## src/core/aer_pkg.sv

```systemverilog
/*
  Constants shared by the error reporting register bank: register offsets,
  field positions, reset values and the sets of implemented bits.
  Assumes configuration offsets are byte addresses of aligned 32-bit words.
*/
// Functional notes
// - Capability identifier reads fixed 0x1
// - Capability version reads fixed 0x1
// - Bit 0 obsolete, carries no error behaviour
// - Link protocol fault sets status bit 4
// - Link loss sets bit 5 if capable
// - Poisoned packet sets status bit 12
// - Credit protocol fault sets status bit 13
// - Completion timeout bit 14 held zero
// - Completer abort bit 15 held zero
// - Unexpected completion sets status bit 16
// - Receive overflow sets status bit 17
// - Malformed packet sets status bit 18
// - End-to-end CRC failure sets bit 19
// - Unsupported request sets status bit 20
// - Access control bit 21 hardwired zero
// - Enabled double-bit error sets bit 31
// - Bit 31 reads zero when disabled
// - Mask bit 4 suppresses logging, pointer, report
// - Masking never blocks setting status bits
// - Sticky mask bits 0,4,5,12,13,16-19; 14,15 zero
package aer_pkg;

  // ****************************************************************
  // Register map
  // ****************************************************************
  localparam int ADDR_W = 12;
  localparam int DATA_W = 32;
  localparam int BE_W = 4;
  localparam int WORD_LSB = 2;
  localparam logic [ADDR_W-1:0] OFF_CAP_HEADER = 12'h100;
  localparam logic [ADDR_W-1:0] OFF_UE_STATUS = 12'h104;
  localparam logic [ADDR_W-1:0] OFF_UE_MASK = 12'h108;

  // ****************************************************************
  // Capability header fields
  // ****************************************************************
  localparam int CAP_ID_LSB = 0;
  localparam int CAP_ID_W = 16;
  localparam int CAP_VER_LSB = 16;
  localparam int CAP_VER_W = 4;
  localparam int NXT_LINK_LSB = 20;
  localparam int NXT_LINK_W = 12;
  localparam logic [CAP_ID_W-1:0] CAP_ID_VAL = 16'h0001;
  localparam logic [CAP_VER_W-1:0] CAP_VER_VAL = 4'h1;
  localparam logic [NXT_LINK_W-1:0] NXT_LINK_RST = 12'h200;

  // ****************************************************************
  // Uncorrectable error bit positions
  // ****************************************************************
  localparam int BIT_OBSOLETE = 0;
  localparam int BIT_LINK_PROTO = 4;
  localparam int BIT_LINK_LOSS = 5;
  localparam int BIT_POISONED = 12;
  localparam int BIT_CREDIT = 13;
  localparam int BIT_CPL_TIMEOUT = 14;
  localparam int BIT_CPL_ABORT = 15;
  localparam int BIT_UNEXP_CPL = 16;
  localparam int BIT_RX_OVERFLOW = 17;
  localparam int BIT_MALFORMED = 18;
  localparam int BIT_ECRC = 19;
  localparam int BIT_UNSUPPORTED = 20;
  localparam int BIT_ACS_VIOL = 21;
  localparam int BIT_DOUBLE_BIT = 31;
  localparam int PTR_W = 5;

  // Status bits that can ever be set, and mask bits that store a value
  localparam logic [DATA_W-1:0] STATUS_IMPL = 32'h801F_3030;
  localparam logic [DATA_W-1:0] MASK_IMPL = 32'h000F_3031;
  localparam logic [DATA_W-1:0] STATUS_RST = 32'h0000_0000;
  localparam logic [DATA_W-1:0] MASK_RST = 32'h0000_0000;

endpackage : aer_pkg

```

## src/core/aer_err_if.sv

```systemverilog
/*
  Carrier between the register bank and the error reporting logic.
  Assumes both ends run on core_clk.
*/
`timescale 1ns/10ps
`default_nettype none

interface aer_err_if;
  // Unmasked error events of this cycle
  logic [aer_pkg::DATA_W-1:0] new_err;
  // Current status register contents
  logic [aer_pkg::DATA_W-1:0] status;

  modport src (output new_err, output status);
  modport snk (input new_err, input status);
endinterface : aer_err_if

`default_nettype wire

```

## src/core/aer_regs.sv

```systemverilog
/*
  Advanced error reporting register bank of one switch port: capability
  header, uncorrectable error status and uncorrectable error mask, with
  the logic that sets status bits from the port's detectors.
  Assumes a configuration request port in the core_clk domain, detector
  pulses from same-clock port logic, arst_n as the fundamental reset and
  hot_rst as a synchronous non-fundamental reset.
*/
`timescale 1ns/10ps
`default_nettype none

module aer_regs
(
  // Clock and resets
  input wire logic core_clk,
  input wire logic arst_n,
  input wire logic hot_rst,
  // Configuration request port
  input wire logic cfg_req,
  input wire logic cfg_write,
  input wire logic [aer_pkg::ADDR_W-1:0] cfg_addr,
  input wire logic [aer_pkg::BE_W-1:0] cfg_be,
  input wire logic [aer_pkg::DATA_W-1:0] cfg_wdata,
  input wire logic cfg_wr_lock,
  output logic cfg_ack,
  output logic [aer_pkg::DATA_W-1:0] cfg_rdata,
  // Detector events, one-cycle pulses
  input wire logic link_protocol_fault,
  input wire logic unexpected_link_loss,
  input wire logic poisoned_packet,
  input wire logic credit_protocol_fault,
  input wire logic unexpected_completion,
  input wire logic receiver_overflow,
  input wire logic malformed_packet,
  input wire logic ecrc_failure,
  input wire logic unsupported_request,
  input wire logic double_bit_memory_error,
  // Enables held in other capability registers
  input wire logic link_loss_reporting_capable,
  input wire logic double_bit_reporting_enable,
  // Error reporting toward the root complex
  output logic err_report,
  output logic [aer_pkg::PTR_W-1:0] first_error_pointer,
  output logic first_error_valid
);

  // ****************************************************************
  // Decode helpers
  // ****************************************************************

  // Word compare; the two low address bits only select bytes
  function automatic logic reg_hit(
    input logic [aer_pkg::ADDR_W-1:0] addr,
    input logic [aer_pkg::ADDR_W-1:0] off);
    return addr[aer_pkg::ADDR_W-1:aer_pkg::WORD_LSB]
      == off[aer_pkg::ADDR_W-1:aer_pkg::WORD_LSB];
  endfunction : reg_hit

  // Byte enables widened to a bit mask
  function automatic logic [aer_pkg::DATA_W-1:0] lane_mask(
    input logic [aer_pkg::BE_W-1:0] be);
    logic [aer_pkg::DATA_W-1:0] m;
    m = '0;
    for (int b = 0; b < aer_pkg::BE_W; b++)
      m[b*8 +: 8] = {8{be[b]}};
    return m;
  endfunction : lane_mask

  // Cuts a word down to the positions that really hold a flag
  function automatic logic [aer_pkg::DATA_W-1:0] impl_only(
    input logic [aer_pkg::DATA_W-1:0] v,
    input logic [aer_pkg::DATA_W-1:0] impl);
    return v & impl;
  endfunction : impl_only

  // ****************************************************************
  // Request decode
  // ****************************************************************
  logic hit_cap;
  logic hit_status;
  logic hit_mask;
  logic hit_any;
  logic wr_req;
  logic rd_req;
  logic [aer_pkg::DATA_W-1:0] wr_lanes;
  logic [aer_pkg::DATA_W-1:0] wr_bits;

  assign hit_cap = reg_hit(cfg_addr, aer_pkg::OFF_CAP_HEADER);
  assign hit_status = reg_hit(cfg_addr, aer_pkg::OFF_UE_STATUS);
  assign hit_mask = reg_hit(cfg_addr, aer_pkg::OFF_UE_MASK);
  assign hit_any = hit_cap | hit_status | hit_mask;
  assign wr_req = cfg_req & cfg_write;
  assign rd_req = cfg_req & ~cfg_write;
  assign wr_lanes = lane_mask(cfg_be);
  assign wr_bits = cfg_wdata & wr_lanes;

  // ****************************************************************
  // Per-register strobes
  // ****************************************************************

  // One named strobe per register, so each store sees a single term
  // and an unmapped address can never reach any of them
  logic wr_cap;
  logic wr_status;
  logic wr_mask;
  logic rd_hit;

  assign wr_cap = wr_req & hit_cap;
  assign wr_status = wr_req & hit_status;
  assign wr_mask = wr_req & hit_mask;
  assign rd_hit = rd_req & hit_any;

  // ****************************************************************
  // Capability header
  // ****************************************************************

  // The next-capability link is the only writable field here, and
  // only while the write lock is released. It is not sticky.
  logic [aer_pkg::NXT_LINK_W-1:0] nxt_link_q;
  logic [aer_pkg::NXT_LINK_W-1:0] nxt_link_d;
  logic [aer_pkg::NXT_LINK_W-1:0] nxt_link_we;
  logic [aer_pkg::NXT_LINK_W-1:0] nxt_link_wv;
  logic nxt_link_wr;

  assign nxt_link_wr = wr_cap & ~cfg_wr_lock;
  assign nxt_link_we =
    wr_lanes[aer_pkg::NXT_LINK_LSB +: aer_pkg::NXT_LINK_W];
  assign nxt_link_wv =
    cfg_wdata[aer_pkg::NXT_LINK_LSB +: aer_pkg::NXT_LINK_W];
  assign nxt_link_d = nxt_link_wr
    ? ((nxt_link_q & ~nxt_link_we) | (nxt_link_wv & nxt_link_we))
    : nxt_link_q;

  always_ff @(posedge core_clk or negedge arst_n)
  begin
    if (!arst_n)
      nxt_link_q <= aer_pkg::NXT_LINK_RST;
    else if (hot_rst)
      nxt_link_q <= aer_pkg::NXT_LINK_RST;
    else
      nxt_link_q <= nxt_link_d;
  end

  // ****************************************************************
  // Header word
  // ****************************************************************

  logic [aer_pkg::DATA_W-1:0] cap_word;

  // Identifier and version are constants, never storage
  always_comb
  begin
    cap_word = '0;
    cap_word[aer_pkg::CAP_ID_LSB +: aer_pkg::CAP_ID_W] =
      aer_pkg::CAP_ID_VAL;
    cap_word[aer_pkg::CAP_VER_LSB +: aer_pkg::CAP_VER_W] =
      aer_pkg::CAP_VER_VAL;
    cap_word[aer_pkg::NXT_LINK_LSB +: aer_pkg::NXT_LINK_W] = nxt_link_q;
  end

  // ****************************************************************
  // Detector events
  // ****************************************************************
  logic [aer_pkg::DATA_W-1:0] evt_set;
  logic link_loss_ok;
  logic double_bit_ok;

  // Link loss only counts on ports that advertise the capability
  assign link_loss_ok = unexpected_link_loss
    & link_loss_reporting_capable;
  // A double-bit error only counts while its reporting is enabled
  assign double_bit_ok = double_bit_memory_error
    & double_bit_reporting_enable;

  // ****************************************************************
  // Event vector
  // ****************************************************************

  // Obsolete, timeout, abort and access control positions stay zero
  always_comb
  begin
    evt_set = '0;
    evt_set[aer_pkg::BIT_LINK_PROTO] = link_protocol_fault;
    evt_set[aer_pkg::BIT_LINK_LOSS] = link_loss_ok;
    evt_set[aer_pkg::BIT_POISONED] = poisoned_packet;
    evt_set[aer_pkg::BIT_CREDIT] = credit_protocol_fault;
    evt_set[aer_pkg::BIT_UNEXP_CPL] = unexpected_completion;
    evt_set[aer_pkg::BIT_RX_OVERFLOW] = receiver_overflow;
    evt_set[aer_pkg::BIT_MALFORMED] = malformed_packet;
    evt_set[aer_pkg::BIT_ECRC] = ecrc_failure;
    evt_set[aer_pkg::BIT_UNSUPPORTED] = unsupported_request;
    evt_set[aer_pkg::BIT_DOUBLE_BIT] = double_bit_ok;
  end

  // ****************************************************************
  // Uncorrectable error status
  // ****************************************************************
  logic [aer_pkg::DATA_W-1:0] status_clr;
  logic [aer_pkg::DATA_W-1:0] status_hold0;
  logic [aer_pkg::DATA_W-1:0] status_q;

  // Only ones written to enabled lanes clear; zeros do nothing
  assign status_clr = wr_status
    ? impl_only(wr_bits, aer_pkg::STATUS_IMPL)
    : '0;

  // The double-bit flag is forced to zero while its enable is off
  always_comb
  begin
    status_hold0 = '0;
    status_hold0[aer_pkg::BIT_DOUBLE_BIT] =
      ~double_bit_reporting_enable;
  end

  // ****************************************************************
  // Status flags
  // ****************************************************************

  // Sticky flags sit on the fundamental reset only, so a hot reset
  // leaves the error history for software to collect.
  for (genvar i = 0; i < aer_pkg::DATA_W; i++)
  begin : g_status
    if (aer_pkg::STATUS_IMPL[i])
    begin : g_flag
      aer_sticky_bit u_flag (
        .core_clk (core_clk),
        .arst_n (arst_n),
        .set (evt_set[i]),
        .clr (status_clr[i]),
        .hold_zero (status_hold0[i]),
        .q (status_q[i])
      );
    end
    else
    begin : g_zero
      assign status_q[i] = 1'b0;
    end
  end

  // ****************************************************************
  // Uncorrectable error mask
  // ****************************************************************
  logic [aer_pkg::DATA_W-1:0] mask_q;
  logic [aer_pkg::DATA_W-1:0] mask_d;
  logic [aer_pkg::DATA_W-1:0] mask_we;
  logic mask_wr;

  // Only implemented positions store; 14, 15 and reserved read zero
  assign mask_wr = wr_mask;
  assign mask_we = mask_wr ? impl_only(wr_lanes, aer_pkg::MASK_IMPL) : '0;
  assign mask_d = (mask_q & ~mask_we) | (cfg_wdata & mask_we);

  // ****************************************************************
  // Mask storage
  // ****************************************************************

  // Sticky: kept through the hot reset
  always_ff @(posedge core_clk or negedge arst_n)
  begin
    if (!arst_n)
      mask_q <= aer_pkg::MASK_RST;
    else
      mask_q <= mask_d;
  end

  // ****************************************************************
  // Logging and reporting
  // ****************************************************************
  aer_err_if err_bus ();

  logic [aer_pkg::DATA_W-1:0] mask_eff;

  // The obsolete mask bit stores a value but gates nothing
  always_comb
  begin
    mask_eff = mask_q;
    mask_eff[aer_pkg::BIT_OBSOLETE] = 1'b0;
  end

  // Masked events still set status above; they only lose logging,
  // the first error pointer update and the report.
  assign err_bus.new_err = evt_set & ~mask_eff;
  assign err_bus.status = status_q;

  aer_err_report u_report (
    .core_clk (core_clk),
    .arst_n (arst_n),
    .err (err_bus.snk),
    .err_report (err_report),
    .first_error_pointer (first_error_pointer),
    .first_error_valid (first_error_valid)
  );

  // ****************************************************************
  // Read select
  // ****************************************************************
  logic [aer_pkg::DATA_W-1:0] status_word;
  logic [aer_pkg::DATA_W-1:0] mask_word;
  logic [aer_pkg::DATA_W-1:0] rd_word;
  logic [aer_pkg::DATA_W-1:0] rdata_d;

  // Positions are cut at the read side as well as at storage, so a
  // later change to either cannot let a reserved bit show through
  assign status_word = impl_only(status_q, aer_pkg::STATUS_IMPL);
  assign mask_word = impl_only(mask_q, aer_pkg::MASK_IMPL);

  // Unmapped words read zero and ignore writes
  assign rd_word = hit_cap ? cap_word
    : hit_status ? status_word
    : hit_mask ? mask_word
    : '0;

  // Read data is the value before any write in the same request;
  // a write returns zero data.
  assign rdata_d = rd_hit ? rd_word : '0;

  // ****************************************************************
  // Read response
  // ****************************************************************
  logic [aer_pkg::DATA_W-1:0] rdata_q;
  logic ack_q;

  always_ff @(posedge core_clk or negedge arst_n)
  begin
    if (!arst_n)
      rdata_q <= '0;
    else
      rdata_q <= rdata_d;
  end

  // Every request is answered one edge later, mapped or not, so a
  // requester never has to time out on this bank
  always_ff @(posedge core_clk or negedge arst_n)
  begin
    if (!arst_n)
      ack_q <= 1'b0;
    else
      ack_q <= cfg_req;
  end

  assign cfg_ack = ack_q;
  assign cfg_rdata = rdata_q;

endmodule : aer_regs

`default_nettype wire

```

## src/core/aer_sticky_bit.sv

```systemverilog
/*
  One sticky write-one-to-clear status flag.
  Assumes set and clear are same-clock single-cycle terms.
*/
`timescale 1ns/10ps
`default_nettype none

module aer_sticky_bit
(
  // Clock and fundamental reset
  input wire logic core_clk,
  input wire logic arst_n,
  // Control
  input wire logic set,
  input wire logic clr,
  input wire logic hold_zero,
  // State
  output logic q
);

  logic flag_q;
  logic flag_d;

  // A set in the same cycle as a clear wins, so no event is lost
  assign flag_d = hold_zero ? 1'b0 : (set | (flag_q & ~clr));

  always_ff @(posedge core_clk or negedge arst_n)
  begin
    if (!arst_n)
      flag_q <= 1'b0;
    else
      flag_q <= flag_d;
  end

  assign q = flag_q;

endmodule : aer_sticky_bit

`default_nettype wire

```

## src/core/aer_err_report.sv

```systemverilog
/*
  Error reporting: first error pointer and report pulse toward the root.
  Assumes new_err already excludes masked events.
*/
`timescale 1ns/10ps
`default_nettype none

module aer_err_report
(
  // Clock and fundamental reset
  input wire logic core_clk,
  input wire logic arst_n,
  // Events and status from the register bank
  aer_err_if.snk err,
  // Reporting outputs
  output logic err_report,
  output logic [aer_pkg::PTR_W-1:0] first_error_pointer,
  output logic first_error_valid
);

  function automatic logic [aer_pkg::PTR_W-1:0] lowest_bit(
    input logic [aer_pkg::DATA_W-1:0] v);
    logic [aer_pkg::PTR_W-1:0] idx;
    idx = '0;
    for (int i = aer_pkg::DATA_W - 1; i >= 0; i--)
      if (v[i])
        idx = aer_pkg::PTR_W'(i);
    return idx;
  endfunction : lowest_bit

  logic report_q;
  logic [aer_pkg::PTR_W-1:0] ptr_q;
  logic valid_q;
  logic any_new;
  logic ptr_live;
  logic take_new;

  assign any_new = |err.new_err;
  // Pointer is kept while the error it names stays logged
  assign ptr_live = valid_q & err.status[ptr_q];
  assign take_new = any_new & ~ptr_live;

  always_ff @(posedge core_clk or negedge arst_n)
  begin
    if (!arst_n)
    begin
      report_q <= 1'b0;
      ptr_q <= '0;
      valid_q <= 1'b0;
    end
    else
    begin
      report_q <= any_new;
      valid_q <= ptr_live | any_new;
      if (take_new)
        ptr_q <= lowest_bit(err.new_err);
    end
  end

  assign err_report = report_q;
  assign first_error_pointer = ptr_q;
  assign first_error_valid = valid_q;

endmodule : aer_err_report

`default_nettype wire

```

## config.mk

```make
export PLATFORM = sky130hd
export DESIGN_NAME = aer_regs
export DESIGN_NICKNAME = d
export VERILOG_FILES = /design/src/core/aer_pkg.sv /design/src/core/aer_err_if.sv /design/src/core/aer_regs.sv /design/src/core/aer_sticky_bit.sv /design/src/core/aer_err_report.sv
export SDC_FILE = /design/constraint.sdc
export NUM_CORES = 1
export LEC_CHECK = 0
export BUFFER_PORTS_ARGS = -buffer_cell sky130_fd_sc_hd__buf_2
export CAP_MARGIN = 40
export CORE_MARGIN = 2
export CORE_UTILIZATION = 49
export DETAILED_ROUTE_END_ITERATION = 10
export PLACE_DENSITY = 0.89
export SLEW_MARGIN = 20
export SYNTH_ARGS = -nofsm -noshare
export SYNTH_HDL_FRONTEND = slang
export SYNTH_SLANG_ARGS = --single-unit
```

## constraint.sdc

```tcl
create_clock -name core_clk -period 2.57 [get_ports core_clk]
set_clock_uncertainty 0.1 [all_clocks]
set_input_delay 0 -clock core_clk [delete_from_list [all_inputs] [get_ports core_clk]]
set_output_delay 0 -clock core_clk [all_outputs]
set_load 0.01 [all_outputs]
```

## After elaboration in Yosys (flattened, before gate mapping)

Index checks and enable logic that the tools add are counted.

| storage, ports and cells | value |
|---|---|
| logic and storage cells | 124 |
| register bits | 94 |
| input port bits | 66 |
| output and inout port bits | 40 |

| operators by class | value |
|---|---|
| muxes and demuxes | 43 |
| $lt $le $gt $ge | 1 |
| reduce and logical (&&, ||, !) cells | 2 |
| equal/unequal tests | 3 |
| bitwise logic cells | 58 |

Operators by type and width:

| operator | count |
|---|---|
| two-way mux 5 bit | 32 |
| two-way mux 32 bit | 4 |
| bitwise AND 32 bit | 3 |
| two-way mux 20 bit | 2 |
| bitwise AND 32 x 20 -> 32 bit | 1 |
| NOT 20 -> 32 bit | 1 |
| NOT 32 bit | 1 |
| bitwise OR 32 bit | 1 |
| OR reduction 32 bit | 1 |
| equality test 10 x 7 -> 1 bit (second input constant) | 3 |
| bitwise AND 12 bit | 2 |
| two-way mux 12 bit | 2 |
| bitwise AND 1 bit | 21 |
| NOT 1 bit | 13 |
| bitwise OR 1 bit | 13 |
| NOT 12 bit | 1 |
| bitwise OR 12 bit | 1 |
| less-than comparator 5 x 6 -> 1 bit (second input constant) | 1 |
| binary-select mux 1 bit (select 5 bit) | 1 |
| two-way mux 1 bit | 2 |
| nonzero test 2 bit | 1 |

## Depth between registers and ports, before layout

| depth | value |
|---|---|
| word-level depth | 34 |
| gate-level depth with buffers | 6 |
| depth with buffers taken out | 5 |

## Hierarchy

From an unflattened synthesis, not the netlist that was laid out.

| unflattened totals | value |
|---|---|
| cells, all modules | 342 |
| area total of the unflattened synthesis | 3,477.1 µm² |

By module, submodules not included:

| module | instances | cells each | seq. area each (µm²) | area an instance (µm²) |
|---|---|---|---|---|
| aer_regs | 1 | 185 | 1,077.3 | 2,090.8 |
| aer_err_report | 1 | 117 | 175.2 | 948.4 |
| aer_sticky_bit | 10 | 4 | 25.0 | 43.8 |

## Worst setup path before layout

Ideal clock, no wire load.

| path | value |
|---|---|
| path type | reg-to-reg |
| start point | register u_report.ptr_q (netlist bit u_report.first_error_pointer[0]) |
| end point | register u_report.ptr_q (netlist bit u_report.first_error_pointer[0]) |
| setup slack | 0.635 ns |
| required time | 2.345 ns |
| clock period less this slack | 1.935 ns |
| cell stages (with the launch flop) | 7 |
| setup time | 0.125 ns |
| path buffers | 1 |
| data arrival time | 1.710 ns |
| cells stage by stage | dfrtp_1 > buf_6 > mux4_2 > nor4b_4 > a31oi_4 > nand2_4 > mux2_4 |

| on the way | value |
|---|---|
| longest elaborated chain between the ends | 5 |

Ends and longest elaborated chain:

| item | line | text |
|---|---|---|
| start: declaration | aer_err_report.sv:32 | `logic [aer_pkg::PTR_W-1:0] ptr_q;` |
| start signal: assignment | aer_err_report.sv:56 | `ptr_q <= lowest_bit(err.new_err);` |
| binary-select mux 1 bit (select 5 bit) | aer_err_report.sv:40 | `assign ptr_live = valid_q & err.status[ptr_q];` |
| two-way mux 1 bit (implied by the code) | aer_err_report.sv:40 |  |
| bitwise AND 1 bit | aer_err_report.sv:40 |  |
| NOT 1 bit | aer_err_report.sv:41 | `assign take_new = any_new & ~ptr_live;` |
| bitwise AND 1 bit | aer_err_report.sv:41 |  |

No other way between the ends. The select of a mux whose other input is x is not followed.
A chain may end at the register's enable or synchronous reset.

## Worst setup path in the final report

| path | value |
|---|---|
| start point | input port cfg_req |
| end point | register nxt_link_q[4] in the netlist's numbering |

| on the way | value |
|---|---|
| longest elaborated chain between the ends | 4 |

Ends and longest elaborated chain:

| item | line | text |
|---|---|---|
| start: declaration | aer_regs.sv:19 | `input wire logic cfg_req,` |
| bitwise AND 1 bit | aer_regs.sv:92 | `assign wr_req = cfg_req & cfg_write;` |
| bitwise AND 1 bit | aer_regs.sv:108 | `assign wr_cap = wr_req & hit_cap;` |
| bitwise AND 1 bit | aer_regs.sv:125 | `assign nxt_link_wr = wr_cap & ~cfg_wr_lock;` |
| nonzero test 2 bit (no source line) | n/a |  |
| end signal: assignment | aer_regs.sv:137 | `nxt_link_q <= aer_pkg::NXT_LINK_RST;` |
| end signal: assignment | aer_regs.sv:139 | `nxt_link_q <= aer_pkg::NXT_LINK_RST;` |
| end signal: assignment | aer_regs.sv:141 | `nxt_link_q <= nxt_link_d;` |
| end: declaration | aer_regs.sv:119 | `logic [aer_pkg::NXT_LINK_W-1:0] nxt_link_q;` |

No other way between the ends.

==> run metrics <==
status=finished clean; Fin. Hold Viols=0; final layout net count=461; area of the die=6250 um2; Fmax=431 MHz; Pwr Density=601 nW/um2; first-pass GRT wire length=12000 um; setup TNS=0 ns; Max transition margin=50.8%; residual DRC count=0; largest net degree at the start of global routing=61; Mapped Area=2760 um2; initial core utilization=50.4%; number of synthesized flops with an enable pin=0; clock sinks=60; CTS tree=built; core area=5470 um2; GRT overflow=0; share of cells above drive strength 1=28.6%; CP Capture Type=flop; Initial DRC Count=176; multi-input logic area=1140 um2; Syn Area/Cell=10.9 um2; compound-cell area share of the yosys netlist=10.6%; slowest stage delay, CP=0.58 ns; post-synthesis xor/xnor area fraction=0%; HPWL after DPL=4680 um; worst-path cell chain=dlygate4sd3_1 -> buf_2 -> nor4b_1 -> and4_2 -> and3_1 -> nand2_1 -> a21oi_1 -> dlygate4sd3_1; Longest Clk Path Bufs=2; Final Power=2.40 mW; Post-CTS Setup Inserts=0; die height=79.0 um; worst-margin pin slew=0.738 ns; Max-Cap Viols=0; TritonRoute pass-1 iters=4; Seq. cell area=1500 um2; area share of fa/ha/maj cells after synthesis=0%; global placement routability congestion=0.836; worst-path fanout max=11; WL/cell=15.8 um; initial antenna violation count=0; Root Buffer=clkbuf_8; Clock Latency Late Sink=0.33 ns; Synth top area share=53.5%; Yosys top cell by area=dfrtp_1; # H-tree levels=3; worst path arrival time=2.49 ns; Peak VDD IR=0.337 mV; Routed Wire Length=7440 um; Finish-stage setup viols=0; Yosys cell types=48; Slew Viols, Final=0; largest family of logic cells by synthesized area=simple AND/OR/NAND/NOR gates; post-synthesis mux area share=8.48%; Area growth syn-to-layout=44.6%; hold crit path type=in2reg; num rows=27; worst hold slack=0.0315 ns; # fillers=393; Final ANT Viol Nets=0; Yosys warnings=0; # IOs=106; Syn Inst Count=253; CP Class=in2reg; startpoint class of the critical path=input pin; Tot GR Track Use=25.4%; ranking of synthesized cells by area=dfrtp_1, mux2_1, nor2_1; Synth Register Bits=60; Die Width=79.0 um; slowest CP cell=dlygate4sd3_1; clk slew on worst S/H paths=0.07 ns; fin crit share=90.2%; clock period minus worst slack=2.32 ns; LEAKAGE=1.96 nW; Synth async-reset ratio=100%; via count=2469; simple-gate share of the synthesized area=20.7%; Port Buffers=81; vias per cell=5.24; most frequent CP cell=dlygate4sd3_1; n_diodes=0; Worst Path Required=2.74 ns; sequential fraction of the synthesis area=54.5%; CTS buffer count=9; vias in the first global route=2547; RSZ-0062 raised after global routing=false; Synth Flop Type=dfrtp_1
## where the power goes
part | switching, mW | total, mW | leakage, nW | internal (mW)
Clock | 0.360 | 1.02 | 0.122 | 0.662
Sequential | 0.0494 | 1.02 | 0.767 | 0.968
Combinational | 0.169 | 0.357 | 1.07 | 0.188
Total | 0.578 | 2.40 | 1.96 | 1.82
## metrics by stage
step           std cells  area [um2]  setup WS, ns  util [%]
6_report             471        3990         0.252      72.9
5_1_grt              471        3990        0.0946      72.9
4_1_cts              471        3990         0.203      72.9
3_5_place_dp         401        3200         0.546      58.5
3_3_place_gp         401        3200         0.599      58.5
2_1_floorplan        263        2800         0.635         -
## worst max-delay path: cells and delay by family
| family | cells | cell delay [ns] |
|---|---|---|
| simple gates | 4 | 1.10 |
| compound gates | 1 | 0.17 |
| buf+inv | 3 | 1.21 |
## final timing paths
| kind | start | to | slack [ns] | depth (start not counted) |
|---|---|---|---|---|
| worst max-delay path | cfg_req | nxt_link_q[4] | 0.25 | 8 |
| worst min-delay path | cfg_be[0] | flop | 0.03 | 3 |
| worst max register to register | flop | u_report.first_error_pointer[0] | 0.50 | 5 |
| worst min register to register | nxt_link_q[5] | cfg_rdata[25] | 0.38 | 1 |
| max in group asynchronous | arst_n | cfg_rdata[13] | 1.64 | 3 |
| min in group asynchronous | arst_n | g_status[13].g_flag.u_flag.q | 0.25 | 3 |
## synth_stat cells (5+ instances only)
master    instances
dfrtp_1          59
clkbuf_1          6
nand3_1           5
nor3_1            7
inv_1             7
buf_4            11
a21oi_1          15
nand2_1          20
nand4_1           7
mux2i_1           8
a22oi_1           7
mux2_1            9
a31oi_1           5
nor2b_1           9
and2_1           10
nor2_1           25
## kinds of logic (layout without fill, tap and decap cells)
logic type             Yosys count  count (layout)
buffers and inverters           28             164
AOI/OAI and AO/OA               41              41
DFF                             60              60
other                            1              11
and+or+nand+nor                103             103
muxes                           20              20
## layer usage
metal / wire (um) / global-route usage (%)
met5: 0 / 0
met4: 186 / 10.2
met2: 3760 / 43.1
met1: 2940 / 30.6
met3: 554 / 7.16
## layout by cell type (no fill, tap or decap), types with 3 or more instances in the layout
| cell | n |
|---|---|
| nand3_1 | 5 |
| and2_1 | 10 |
| nor2_1 | 25 |
| buf_2 | 81 |
| mux2i_1 | 8 |
| a21oi_1 | 15 |
| a31oi_1 | 5 |
| a22oi_1 | 7 |
| mux2_1 | 9 |
| and3_1 | 3 |
| nor3_1 | 7 |
| nor2b_1 | 9 |
| bufinv_16 | 3 |
| dfrtp_1 | 59 |
| dlygate4sd3_1 | 55 |
| a21o_1 | 3 |
| clkbuf_8 | 10 |
| nand2_1 | 20 |
| inv_1 | 7 |
| buf_4 | 4 |
| nand4_1 | 7 |
| conb_1 | 11 |
## what timing repair did
item | CTS | global route
hold buffers | 55 | 0
gates resized for setup | 0 | 1
hold endpoints to repair | 96 | 0
endpoints found under the setup margin | 0 | 1
## final cells by class
class                   count  share of cell area [%]
clock buffers              10                    3.45
multi-input cells         175                    28.6
flip-flops and latches     60                    37.7
repair buffers            140                    24.7
inverters                   9                   0.847
clock inverters             5                    2.51
well taps                  72                    2.26
(Power assumes the default switching activity.)
